<file path="config.mk">
export PLATFORM = sky130hd
export DESIGN_NAME = mgmt_bits
export DESIGN_NICKNAME = d
export VERILOG_FILES = /design/src/hdl/mgmt_pkg.sv /design/src/hdl/mon_if.sv /design/src/hdl/event_tracker.sv /design/src/hdl/mgmt_bits.sv
export SDC_FILE = /design/constraint.sdc
export NUM_CORES = 1
export LEC_CHECK = 0
export ABC_AREA = 1
export BUFFER_PORTS_ARGS = -buffer_cell sky130_fd_sc_hd__buf_2
export CELL_PAD_IN_SITES_DETAIL_PLACEMENT = 0
export CELL_PAD_IN_SITES_GLOBAL_PLACEMENT = 1
export CORE_AREA = 2 2 118 120
export CTS_CLUSTER_SIZE = 16
export DETAILED_ROUTE_END_ITERATION = 10
export DIE_AREA = 0 0 120 122
export GPL_TIMING_DRIVEN = 0
export PLACE_DENSITY = 0.78
export SYNTH_ARGS = -nofsm -noshare
export SYNTH_HDL_FRONTEND = slang
export SYNTH_SLANG_ARGS = --single-unit
</file>
<file path="constraint.sdc">
create_clock -name clock -period 1.2 [get_ports clock]
set_input_delay 0.18 -clock clock [delete_from_list [all_inputs] [get_ports clock]]
set_output_delay 0.18 -clock clock [all_outputs]
set_load 0.1 [all_outputs]
</file>
<file path="src/hdl/mgmt_pkg.sv">
package mgmt_pkg;
    // bus geometry
    localparam int ADDR_W = 8;
    localparam int DATA_W = 32;
    localparam int REG_W = 16;
    localparam int STRB_W = 4;

    // register byte addresses
    localparam logic [7:0] OFS_CTRL = 8'h00;
    localparam logic [7:0] OFS_GUARD = 8'h04;
    localparam logic [7:0] OFS_STATUS = 8'h08;
    localparam logic [7:0] OFS_PEAK = 8'h0c;
    localparam logic [7:0] OFS_STRAP = 8'h10;

    // control register fields
    localparam int CTRL_SRST = 0;
    localparam int CTRL_TRIG = 1;
    localparam int CTRL_ISO = 2;
    localparam int CTRL_MODE = 4;
    localparam int CTRL_TEST = 8;
    localparam int CTRL_OVR = 15;
    localparam int MODE_W = 4;
    localparam int TEST_W = 4;

    // status register fields
    localparam int STAT_HI = 0;
    localparam int STAT_LO = 1;
    localparam int STAT_BUSY = 2;
    localparam int STAT_RST = 3;

    // field widths
    localparam int PEAK_W = 3;
    localparam int STRAP_W = 5;
    localparam int GUARD_W = 8;

    // reset values
    localparam logic [MODE_W-1:0] MODE_RST = 4'h1;
    localparam logic [TEST_W-1:0] TEST_RST = 4'h0;
    localparam logic [GUARD_W-1:0] GUARD_RST = 8'h00;
    localparam logic STICKY_HI_RST = 1'b0;
    localparam logic STICKY_LO_RST = 1'b1;
    localparam logic [PEAK_W-1:0] PEAK_RST = 3'h0;
    localparam logic [STRAP_W-1:0] STRAP_ZERO = 5'h00;

    // timing
    localparam int CLOCK_NS = 10;
    localparam int SOFT_RESET_NS = 40;
    localparam int SOFT_RESET_CYCLES = (SOFT_RESET_NS + CLOCK_NS - 1) / CLOCK_NS;
    localparam int STRAP_SETTLE = 2;
    localparam int CNT_W = 3;

    // bus responses
    localparam logic [1:0] RESP_OKAY = 2'b00;
    localparam logic [1:0] RESP_SLVERR = 2'b10;

    typedef enum logic [1:0] {
        PH_STRAP = 2'b00,
        PH_RUN = 2'b01,
        PH_SOFT = 2'b10
    } phase_t;
endpackage

</file>
<file path="src/hdl/mon_if.sv">
`timescale 1ns/1ps
interface mon_if;
    import mgmt_pkg::*;
    logic clr;
    logic rd_flags;
    logic rd_peak;
    logic ev_high;
    logic ev_low_n;
    logic [PEAK_W-1:0] fsm_state;
    logic sticky_hi;
    logic sticky_lo;
    logic [PEAK_W-1:0] peak;

    modport tracker (
        input clr, rd_flags, rd_peak, ev_high, ev_low_n, fsm_state,
        output sticky_hi, sticky_lo, peak
    );
    modport regs (
        output clr, rd_flags, rd_peak, ev_high, ev_low_n, fsm_state,
        input sticky_hi, sticky_lo, peak
    );
endinterface

</file>
<file path="src/hdl/event_tracker.sv">
`timescale 1ns/1ps
module event_tracker (
    input wire logic clock,
    input wire logic rst_n,
    mon_if.tracker mon
);
    import mgmt_pkg::*;

    typedef struct packed {
        logic hi;
        logic lo;
        logic [PEAK_W-1:0] peak;
    } track_t;

    localparam track_t TRACK_RST = '{hi: STICKY_HI_RST, lo: STICKY_LO_RST, peak: PEAK_RST};

    track_t s;
    track_t next_s;

    // a read reloads with the live value; the set term rides along so no event is lost
    always_comb begin
        next_s = s;
        if (mon.clr) begin
            next_s = TRACK_RST;
        end else begin
            next_s.hi = mon.rd_flags ? mon.ev_high : (s.hi | mon.ev_high);
            next_s.lo = mon.rd_flags ? mon.ev_low_n : (s.lo & mon.ev_low_n);
            if (mon.rd_peak) begin
                next_s.peak = mon.fsm_state;
            end else if (mon.fsm_state > s.peak) begin
                next_s.peak = mon.fsm_state;
            end
        end
    end

    always_ff @(posedge clock) begin
        if (!rst_n) begin
            s <= TRACK_RST;
        end else begin
            s <= next_s;
        end
    end

    assign mon.sticky_hi = s.hi;
    assign mon.sticky_lo = s.lo;
    assign mon.peak = s.peak;
endmodule

</file>
<file path="src/hdl/mgmt_bits.sv">
`timescale 1ns/1ps
module mgmt_bits (
    input wire logic clock,
    input wire logic rst_n,
    input wire logic [mgmt_pkg::ADDR_W-1:0] awaddr,
    input wire logic awvalid,
    output logic awready,
    input wire logic [mgmt_pkg::DATA_W-1:0] wdata,
    input wire logic [mgmt_pkg::STRB_W-1:0] wstrb,
    input wire logic wvalid,
    output logic wready,
    output logic [1:0] bresp,
    output logic bvalid,
    input wire logic bready,
    input wire logic [mgmt_pkg::ADDR_W-1:0] araddr,
    input wire logic arvalid,
    output logic arready,
    output logic [mgmt_pkg::DATA_W-1:0] rdata,
    output logic [1:0] rresp,
    output logic rvalid,
    input wire logic rready,
    input wire logic addr_strap_pin_0,
    input wire logic addr_strap_pin_1,
    input wire logic addr_strap_pin_2,
    input wire logic addr_strap_pin_3,
    input wire logic addr_strap_pin_4,
    input wire logic event_high,
    input wire logic event_low_n,
    input wire logic [mgmt_pkg::PEAK_W-1:0] fsm_state,
    input wire logic func_done,
    output logic func_start,
    output logic isolate,
    output logic [mgmt_pkg::MODE_W-1:0] cfg_mode,
    output logic [mgmt_pkg::TEST_W-1:0] test_mode,
    output logic [mgmt_pkg::GUARD_W-1:0] guarded_cfg,
    output logic soft_reset_active
);
    import mgmt_pkg::*;

    typedef struct packed {
        phase_t phase;
        logic rst_busy;
        logic [CNT_W-1:0] cnt;
        logic [STRAP_W-1:0] strap_s1;
        logic [STRAP_W-1:0] strap_s2;
        logic [STRAP_W-1:0] strap;
        logic isolate;
        logic override;
        logic trig;
        logic func_start;
        logic [MODE_W-1:0] mode;
        logic [TEST_W-1:0] test;
        logic [GUARD_W-1:0] guard;
        logic awready;
        logic wready;
        logic aw_held;
        logic w_held;
        logic [ADDR_W-1:0] awaddr;
        logic [DATA_W-1:0] wdata;
        logic [STRB_W-1:0] wstrb;
        logic bvalid;
        logic [1:0] bresp;
        logic arready;
        logic rvalid;
        logic [DATA_W-1:0] rdata;
        logic [1:0] rresp;
    } regs_t;

    localparam regs_t REGS_RST = '{phase: PH_STRAP, rst_busy: 1'b1, mode: MODE_RST, test: TEST_RST, guard: GUARD_RST,
                                   default: '0};

    regs_t s;
    regs_t next_s;
    logic wr_fire;
    logic rd_fire;
    logic [REG_W-1:0] wr_val;

    mon_if mon ();

    event_tracker tracker (
        .clock(clock),
        .rst_n(rst_n),
        .mon(mon)
    );

    // address decode shared by the write and read paths
    function automatic logic is_mapped(input logic [ADDR_W-1:0] a);
        is_mapped = (a == OFS_CTRL) || (a == OFS_GUARD) || (a == OFS_STATUS) ||
                    (a == OFS_PEAK) || (a == OFS_STRAP);
    endfunction

    // byte-lane merge; only the two low lanes carry register bits
    function automatic logic [REG_W-1:0] merge(input logic [REG_W-1:0] old, input logic [DATA_W-1:0] d,
                                               input logic [STRB_W-1:0] st);
        merge = old;
        if (st[0]) begin
            merge[7:0] = d[7:0];
        end
        if (st[1]) begin
            merge[15:8] = d[15:8];
        end
    endfunction

    function automatic logic [REG_W-1:0] ctrl_word(input regs_t r);
        ctrl_word = '0;
        ctrl_word[CTRL_SRST] = (r.phase != PH_RUN);
        ctrl_word[CTRL_TRIG] = r.trig;
        ctrl_word[CTRL_ISO] = r.isolate;
        ctrl_word[CTRL_MODE +: MODE_W] = r.mode;
        ctrl_word[CTRL_TEST +: TEST_W] = r.test;
        ctrl_word[CTRL_OVR] = r.override;
    endfunction

    // read mux; narrower registers sit in the low bits
    function automatic logic [DATA_W-1:0] read_word(input logic [ADDR_W-1:0] a, input regs_t r,
                                                    input logic hi, input logic lo,
                                                    input logic [PEAK_W-1:0] pk);
        read_word = '0;
        case (a)
            OFS_CTRL: begin
                read_word[REG_W-1:0] = ctrl_word(r);
            end
            OFS_GUARD: begin
                read_word[GUARD_W-1:0] = r.guard;
            end
            OFS_STATUS: begin
                read_word[STAT_HI] = hi;
                read_word[STAT_LO] = lo;
                read_word[STAT_BUSY] = r.trig;
                read_word[STAT_RST] = (r.phase != PH_RUN);
            end
            OFS_PEAK: begin
                read_word[PEAK_W-1:0] = pk;
            end
            OFS_STRAP: begin
                read_word[STRAP_W-1:0] = r.strap;
            end
            default: begin
                read_word = '0;
            end
        endcase
    endfunction

    // monitored inputs come from core logic on this clock, so no synchroniser
    assign mon.ev_high = event_high;
    assign mon.ev_low_n = event_low_n;
    assign mon.fsm_state = fsm_state;

    // next-state logic for the bus slave, control bits and reset sequencing
    always_comb begin
        next_s = s;
        wr_val = '0;
        next_s.func_start = 1'b0;
        next_s.strap_s1 = {addr_strap_pin_4, addr_strap_pin_3, addr_strap_pin_2,
                           addr_strap_pin_1, addr_strap_pin_0};
        next_s.strap_s2 = s.strap_s1;

        // function finished: trigger drops now; a soft reset also clears it
        if (s.trig && func_done) begin
            next_s.trig = 1'b0;
        end

        // write address and data are taken in either order
        if (s.awready && awvalid) begin
            next_s.aw_held = 1'b1;
            next_s.awaddr = awaddr;
        end
        if (s.wready && wvalid) begin
            next_s.w_held = 1'b1;
            next_s.wdata = wdata;
            next_s.wstrb = wstrb;
        end
        if (s.bvalid && bready) begin
            next_s.bvalid = 1'b0;
        end

        wr_fire = s.aw_held && s.w_held && !s.bvalid;
        if (wr_fire) begin
            next_s.aw_held = 1'b0;
            next_s.w_held = 1'b0;
            next_s.bvalid = 1'b1;
            next_s.bresp = is_mapped(s.awaddr) ? RESP_OKAY : RESP_SLVERR;
            // writes during a reset sequence are answered but have no effect
            if (s.phase == PH_RUN) begin
                if (s.override) begin
                    next_s.override = 1'b0;
                end
                case (s.awaddr)
                    OFS_CTRL: begin
                        wr_val = merge(ctrl_word(s), s.wdata, s.wstrb);
                        next_s.isolate = wr_val[CTRL_ISO];
                        next_s.mode = wr_val[CTRL_MODE +: MODE_W];
                        next_s.test = wr_val[CTRL_TEST +: TEST_W];
                        if (!s.override) begin
                            next_s.override = wr_val[CTRL_OVR];
                        end
                        if (wr_val[CTRL_TRIG] && !s.trig) begin
                            next_s.trig = 1'b1;
                            next_s.func_start = 1'b1;
                        end
                        if (wr_val[CTRL_SRST]) begin
                            next_s.phase = PH_SOFT;
                            next_s.cnt = '0;
                            next_s.trig = 1'b0;
                            next_s.func_start = 1'b0;
                            next_s.override = 1'b0;
                        end
                    end
                    OFS_GUARD: begin
                        wr_val = merge({{(REG_W-GUARD_W){1'b0}}, s.guard}, s.wdata, s.wstrb);
                        if (s.override) begin
                            next_s.guard = wr_val[GUARD_W-1:0];
                        end
                    end
                    default: begin
                        // status, peak and strap words are read-only
                        wr_val = '0;
                    end
                endcase
            end
        end
        next_s.awready = !next_s.aw_held && !next_s.bvalid;
        next_s.wready = !next_s.w_held && !next_s.bvalid;

        // read: data is sampled from the held values before the reload edge
        rd_fire = s.arready && arvalid;
        if (s.rvalid && rready) begin
            next_s.rvalid = 1'b0;
        end
        if (rd_fire) begin
            next_s.rvalid = 1'b1;
            next_s.rdata = read_word(araddr, s, mon.sticky_hi, mon.sticky_lo, mon.peak);
            next_s.rresp = is_mapped(araddr) ? RESP_OKAY : RESP_SLVERR;
        end
        next_s.arready = !next_s.rvalid;
        mon.rd_flags = rd_fire && (araddr == OFS_STATUS);
        mon.rd_peak = rd_fire && (araddr == OFS_PEAK);
        mon.clr = (s.phase == PH_SOFT);

        // reset sequencing: soft reset loads defaults, then straps are sampled again
        case (s.phase)
            PH_STRAP: begin
                next_s.cnt = s.cnt + 1'b1;
                // second stage holds the pin level only from the second edge on, so wait one more
                if (s.cnt == CNT_W'(STRAP_SETTLE)) begin
                    next_s.strap = s.strap_s2;
                    next_s.isolate = (s.strap_s2 == STRAP_ZERO);
                    next_s.phase = PH_RUN;
                    next_s.cnt = '0;
                end
            end
            PH_SOFT: begin
                next_s.cnt = s.cnt + 1'b1;
                next_s.mode = MODE_RST;
                next_s.test = TEST_RST;
                next_s.guard = GUARD_RST;
                next_s.override = 1'b0;
                next_s.trig = 1'b0;
                if (s.cnt == CNT_W'(SOFT_RESET_CYCLES - 1)) begin
                    next_s.phase = PH_STRAP;
                    next_s.cnt = '0;
                end
            end
            PH_RUN: begin
                next_s.cnt = '0;
            end
            default: begin
                next_s.phase = PH_STRAP;
                next_s.cnt = '0;
            end
        endcase
        // registered so the reset-in-progress output comes from a flop
        next_s.rst_busy = (next_s.phase != PH_RUN);
    end

    // synchronous reset takes constants only; straps are caught after release
    always_ff @(posedge clock) begin
        if (!rst_n) begin
            s <= REGS_RST;
        end else begin
            s <= next_s;
        end
    end

    // outputs straight from the state flops
    assign awready = s.awready;
    assign wready = s.wready;
    assign bresp = s.bresp;
    assign bvalid = s.bvalid;
    assign arready = s.arready;
    assign rdata = s.rdata;
    assign rresp = s.rresp;
    assign rvalid = s.rvalid;
    assign func_start = s.func_start;
    assign isolate = s.isolate;
    assign cfg_mode = s.mode;
    assign test_mode = s.test;
    assign guarded_cfg = s.guard;
    assign soft_reset_active = s.rst_busy;
endmodule

</file>
==> results.yml <==
run_status:
  run_status: "finished with violations"
  failing_checks: "setup timing"
detailed_routing:
  route.detailed.drc: 0
  detail_route.first_pass.iterations: 4
  final_antenna_net_count: 0
  post_drt_via_cell_ratio: 4.36
  total_vias_in_the_final_route: 3996
  drt-wirelength-per-cell_um: 12.6
  drtIter0Drc: 187
  detail_route.wirelength_mm: 11.6
timing:
  timing.setup.tns_ns: -1.37
  fmax_mhz: 759
  min_period_ns: 1.32
  setup-violations-final: 24
  clock_skew_ns: 0.00838
  slew-limit-headroom_pct: 57.3
  final_number_of_max_transition_violations: 0
  grt_setup_unrepaired: "yes"
  worst_pin_slew_ns: 0.641
  finalCritPeriodShare_pct: 110
  setup_slack_of_the_critical_path_after_layout_ns: -0.118
  timing.final.hold_violations: 0
synth:
  seq_area_frac_synth_pct: 42.4
  post_synth.cell_area_avg_um2: 7.27
  netlist-cell-type-count: 30
  async_flop_share_pct: 0
  synthesis.instances: 591
  synth.yosys.warnings: 0
  ys_dominant_reg_cell: "dfxtp_1"
  synth_enable_flop_cells: 0
  synth_seq_cells: 91
  syn-cell-area_um2: 4300
worst_setup_path:
  timing.critical_path.required_ns: 1.43
  crit_path_start_kind: "register"
  worst_setup_path_startpoint: "bvalid"
  endpoint_kind: "register"
  arrival_worst_endpoint_ns: 1.55
  cp_max_fo: 7
  rr_startpoint: "bvalid"
  worstSetupPathType: "reg2reg"
global_routing:
  met1_routing_resource_usage_after_global_routing_pct: 19.7
  use_met3_pct: 3.46
  antenna_violations_before_repair: 0
  first_global_vias: 3934
  grt_pass1_wl_mm: 18.3
  grt.overflow.total: 0
  maximum_number_of_pins_on_one_net_before_global_route_repair: 16
  global_route.usage.met2_pct: 27.4
  grt_most_used_layer: "met2"
  grt.total_usage_pct: 15.9
layout:
  utilization_pct: 47.5
  layout-area-overhead-vs-synth_pct: 49.1
  final_design_area_no_fill_um2: 6410
  most-common-layout-cells: "nor2_1, nand2_1, buf_4"
  finish.net_count: 809
  n_fill_cell: 1296
  antenna-diode-count: 0
  layout.cells.most_common: "nor2_1"
  post_route_cells_drive_above_1_share_pct: 41.4
floorplanning:
  initial_core_util_pct: 31.8
  fp.coreArea_um2: 13500
  die_width_um: 120
  die_height_um: 122
  num_io_pins: 130
  rows: 43
  full_die_area_um2: 14600
clocking:
  cts_htree_levels: 3
  total_of_hold_buffers_inserted_after_clock_tree_synthesis: 0
  numCtsBuffers: 9
  clk_pin_slew_worst_paths_ns: 0.07
  tritoncts: "built"
  clk_root_buffer_cell: "clkbuf_16"
  clock_insertion_delay_worst_skew_ns: 0.34
  cts-root-to-sink-buffers: 2
  cts_num_sinks: 91
worst_hold_path:
  hold_class: "in2reg"
  holdCritStartpoint: "addr_strap_pin_2"
place:
  io_buffers: 86
  post_dp_cell_area_um2: 5090
  post-dp-hpwl_mm: 8.26
  gp_congestion: 0.844
power_and_ir_drop:
  total_leakage_power_uw: 0.00300
  worst_ir_drop_vdd_mv: 0.783
  power.total_uw: 9380
  power_density_nw_per_um2: 1460
flow_run:
  maxCapViolCount: 0
[power breakdown]
part | internal [uW] | switching (uW) | total [uW] | leakage, uW
clock network | 1880 | 1200 | 3080 | 0.000159
logic | 980 | 1770 | 2750 | 0.00208
registers | 3330 | 210 | 3540 | 0.000763
[through the flow]
stage               setup slack, ns  hold slack, ns  instances
finish                       -0.118          0.0248        917
floorplan                    -0.128           0.278        611
global placement             -0.185           0.371        877
global route                 -0.189          0.0239        917
detailed placement           -0.196           0.368        877
CTS                          -0.107          0.0154        906
[state kept, by name (all words and copies together), names as in the netlist, 3 cells and up]
register / cells
next_s: 5
cfg_mode: 4
tracker.mon.peak: 3
test_mode: 4
rdata: 13
guarded_cfg: 8
s: 42
[cell usage after synthesis (all sizes together), types with 2 or more instances]
| library cell | number | area (um^2) |
|---|---|---|
| inv | 75 | 282 |
| a21o | 2 | 15.0 |
| dfxtp | 91 | 1820 |
| o211ai | 2 | 15.0 |
| nand3 | 37 | 213 |
| nor2 | 108 | 470 |
| ha | 7 | 87.6 |
| clkbuf | 7 | 26.3 |
| clkinv | 2 | 7.51 |
| o21ai | 50 | 250 |
| nor3 | 5 | 36.3 |
| nand2 | 90 | 345 |
| a21oi | 48 | 240 |
| buf | 61 | 453 |
| nand4 | 3 | 18.8 |
[cell families (layout without fill, tap and decap cells)]
logic type	count (synthesis)	in the layout	share of synthesized area, %
adder cells (fa/ha/maj)	7	7	2.04
buffers and inverters	145	270	17.9
other	1	21	0.0872
flip-flops	91	91	42.4
AO/OA/AOI/OAI	103	103	12.3
AND/OR/NAND/NOR	244	245	25.3
[path summary, 6_finish.rpt]
path	endpoint	cells past startpoint	slack [ns]
worst max register to register	guarded_cfg[6]	9	-0.12
worst min-delay path	next_s[114]	3	0.02
worst min register to register	s[113]	2	0.41
worst max-delay path	guarded_cfg[6]	9	-0.12
[timing repair]
item,CTS,global route
resized for setup,160,82
buffers inserted,10,12
pin swaps,26,21
setup endpoints to repair,79,79
gates cloned,3,0
[per-layer routing]
metal / share of wire [%] / vias up
met4: 0.85 / 0
met5: 0 / -
met1: 44 / 1819
li1: - / 2075
met3: 4.6 / 5
met2: 50 / 97
[cell type report]
class	count	area [um^2]	area share (%)
flip-flops and latches	91	1890	29.4
plain buffers	67	492	7.67
repair buffers	110	1110	17.3
inverters	77	298	4.64
multi-input cells	376	2070	32.3
clock inverters	6	87.6	1.37
well taps	180	225	3.51
clock buffers	10	239	3.73
[critical path, cell delays in order (launching register included)]
cell     delay, ns
dfxtp_4       0.35
inv_4         0.06
nand3_4       0.10
nor2_8        0.14
inv_4         0.07
nor2_8        0.16
buf_6         0.16
nand3_2       0.08
nand2_1       0.07
nor2_1        0.04
No activity file was read; power rests on OpenSTA's default activity.
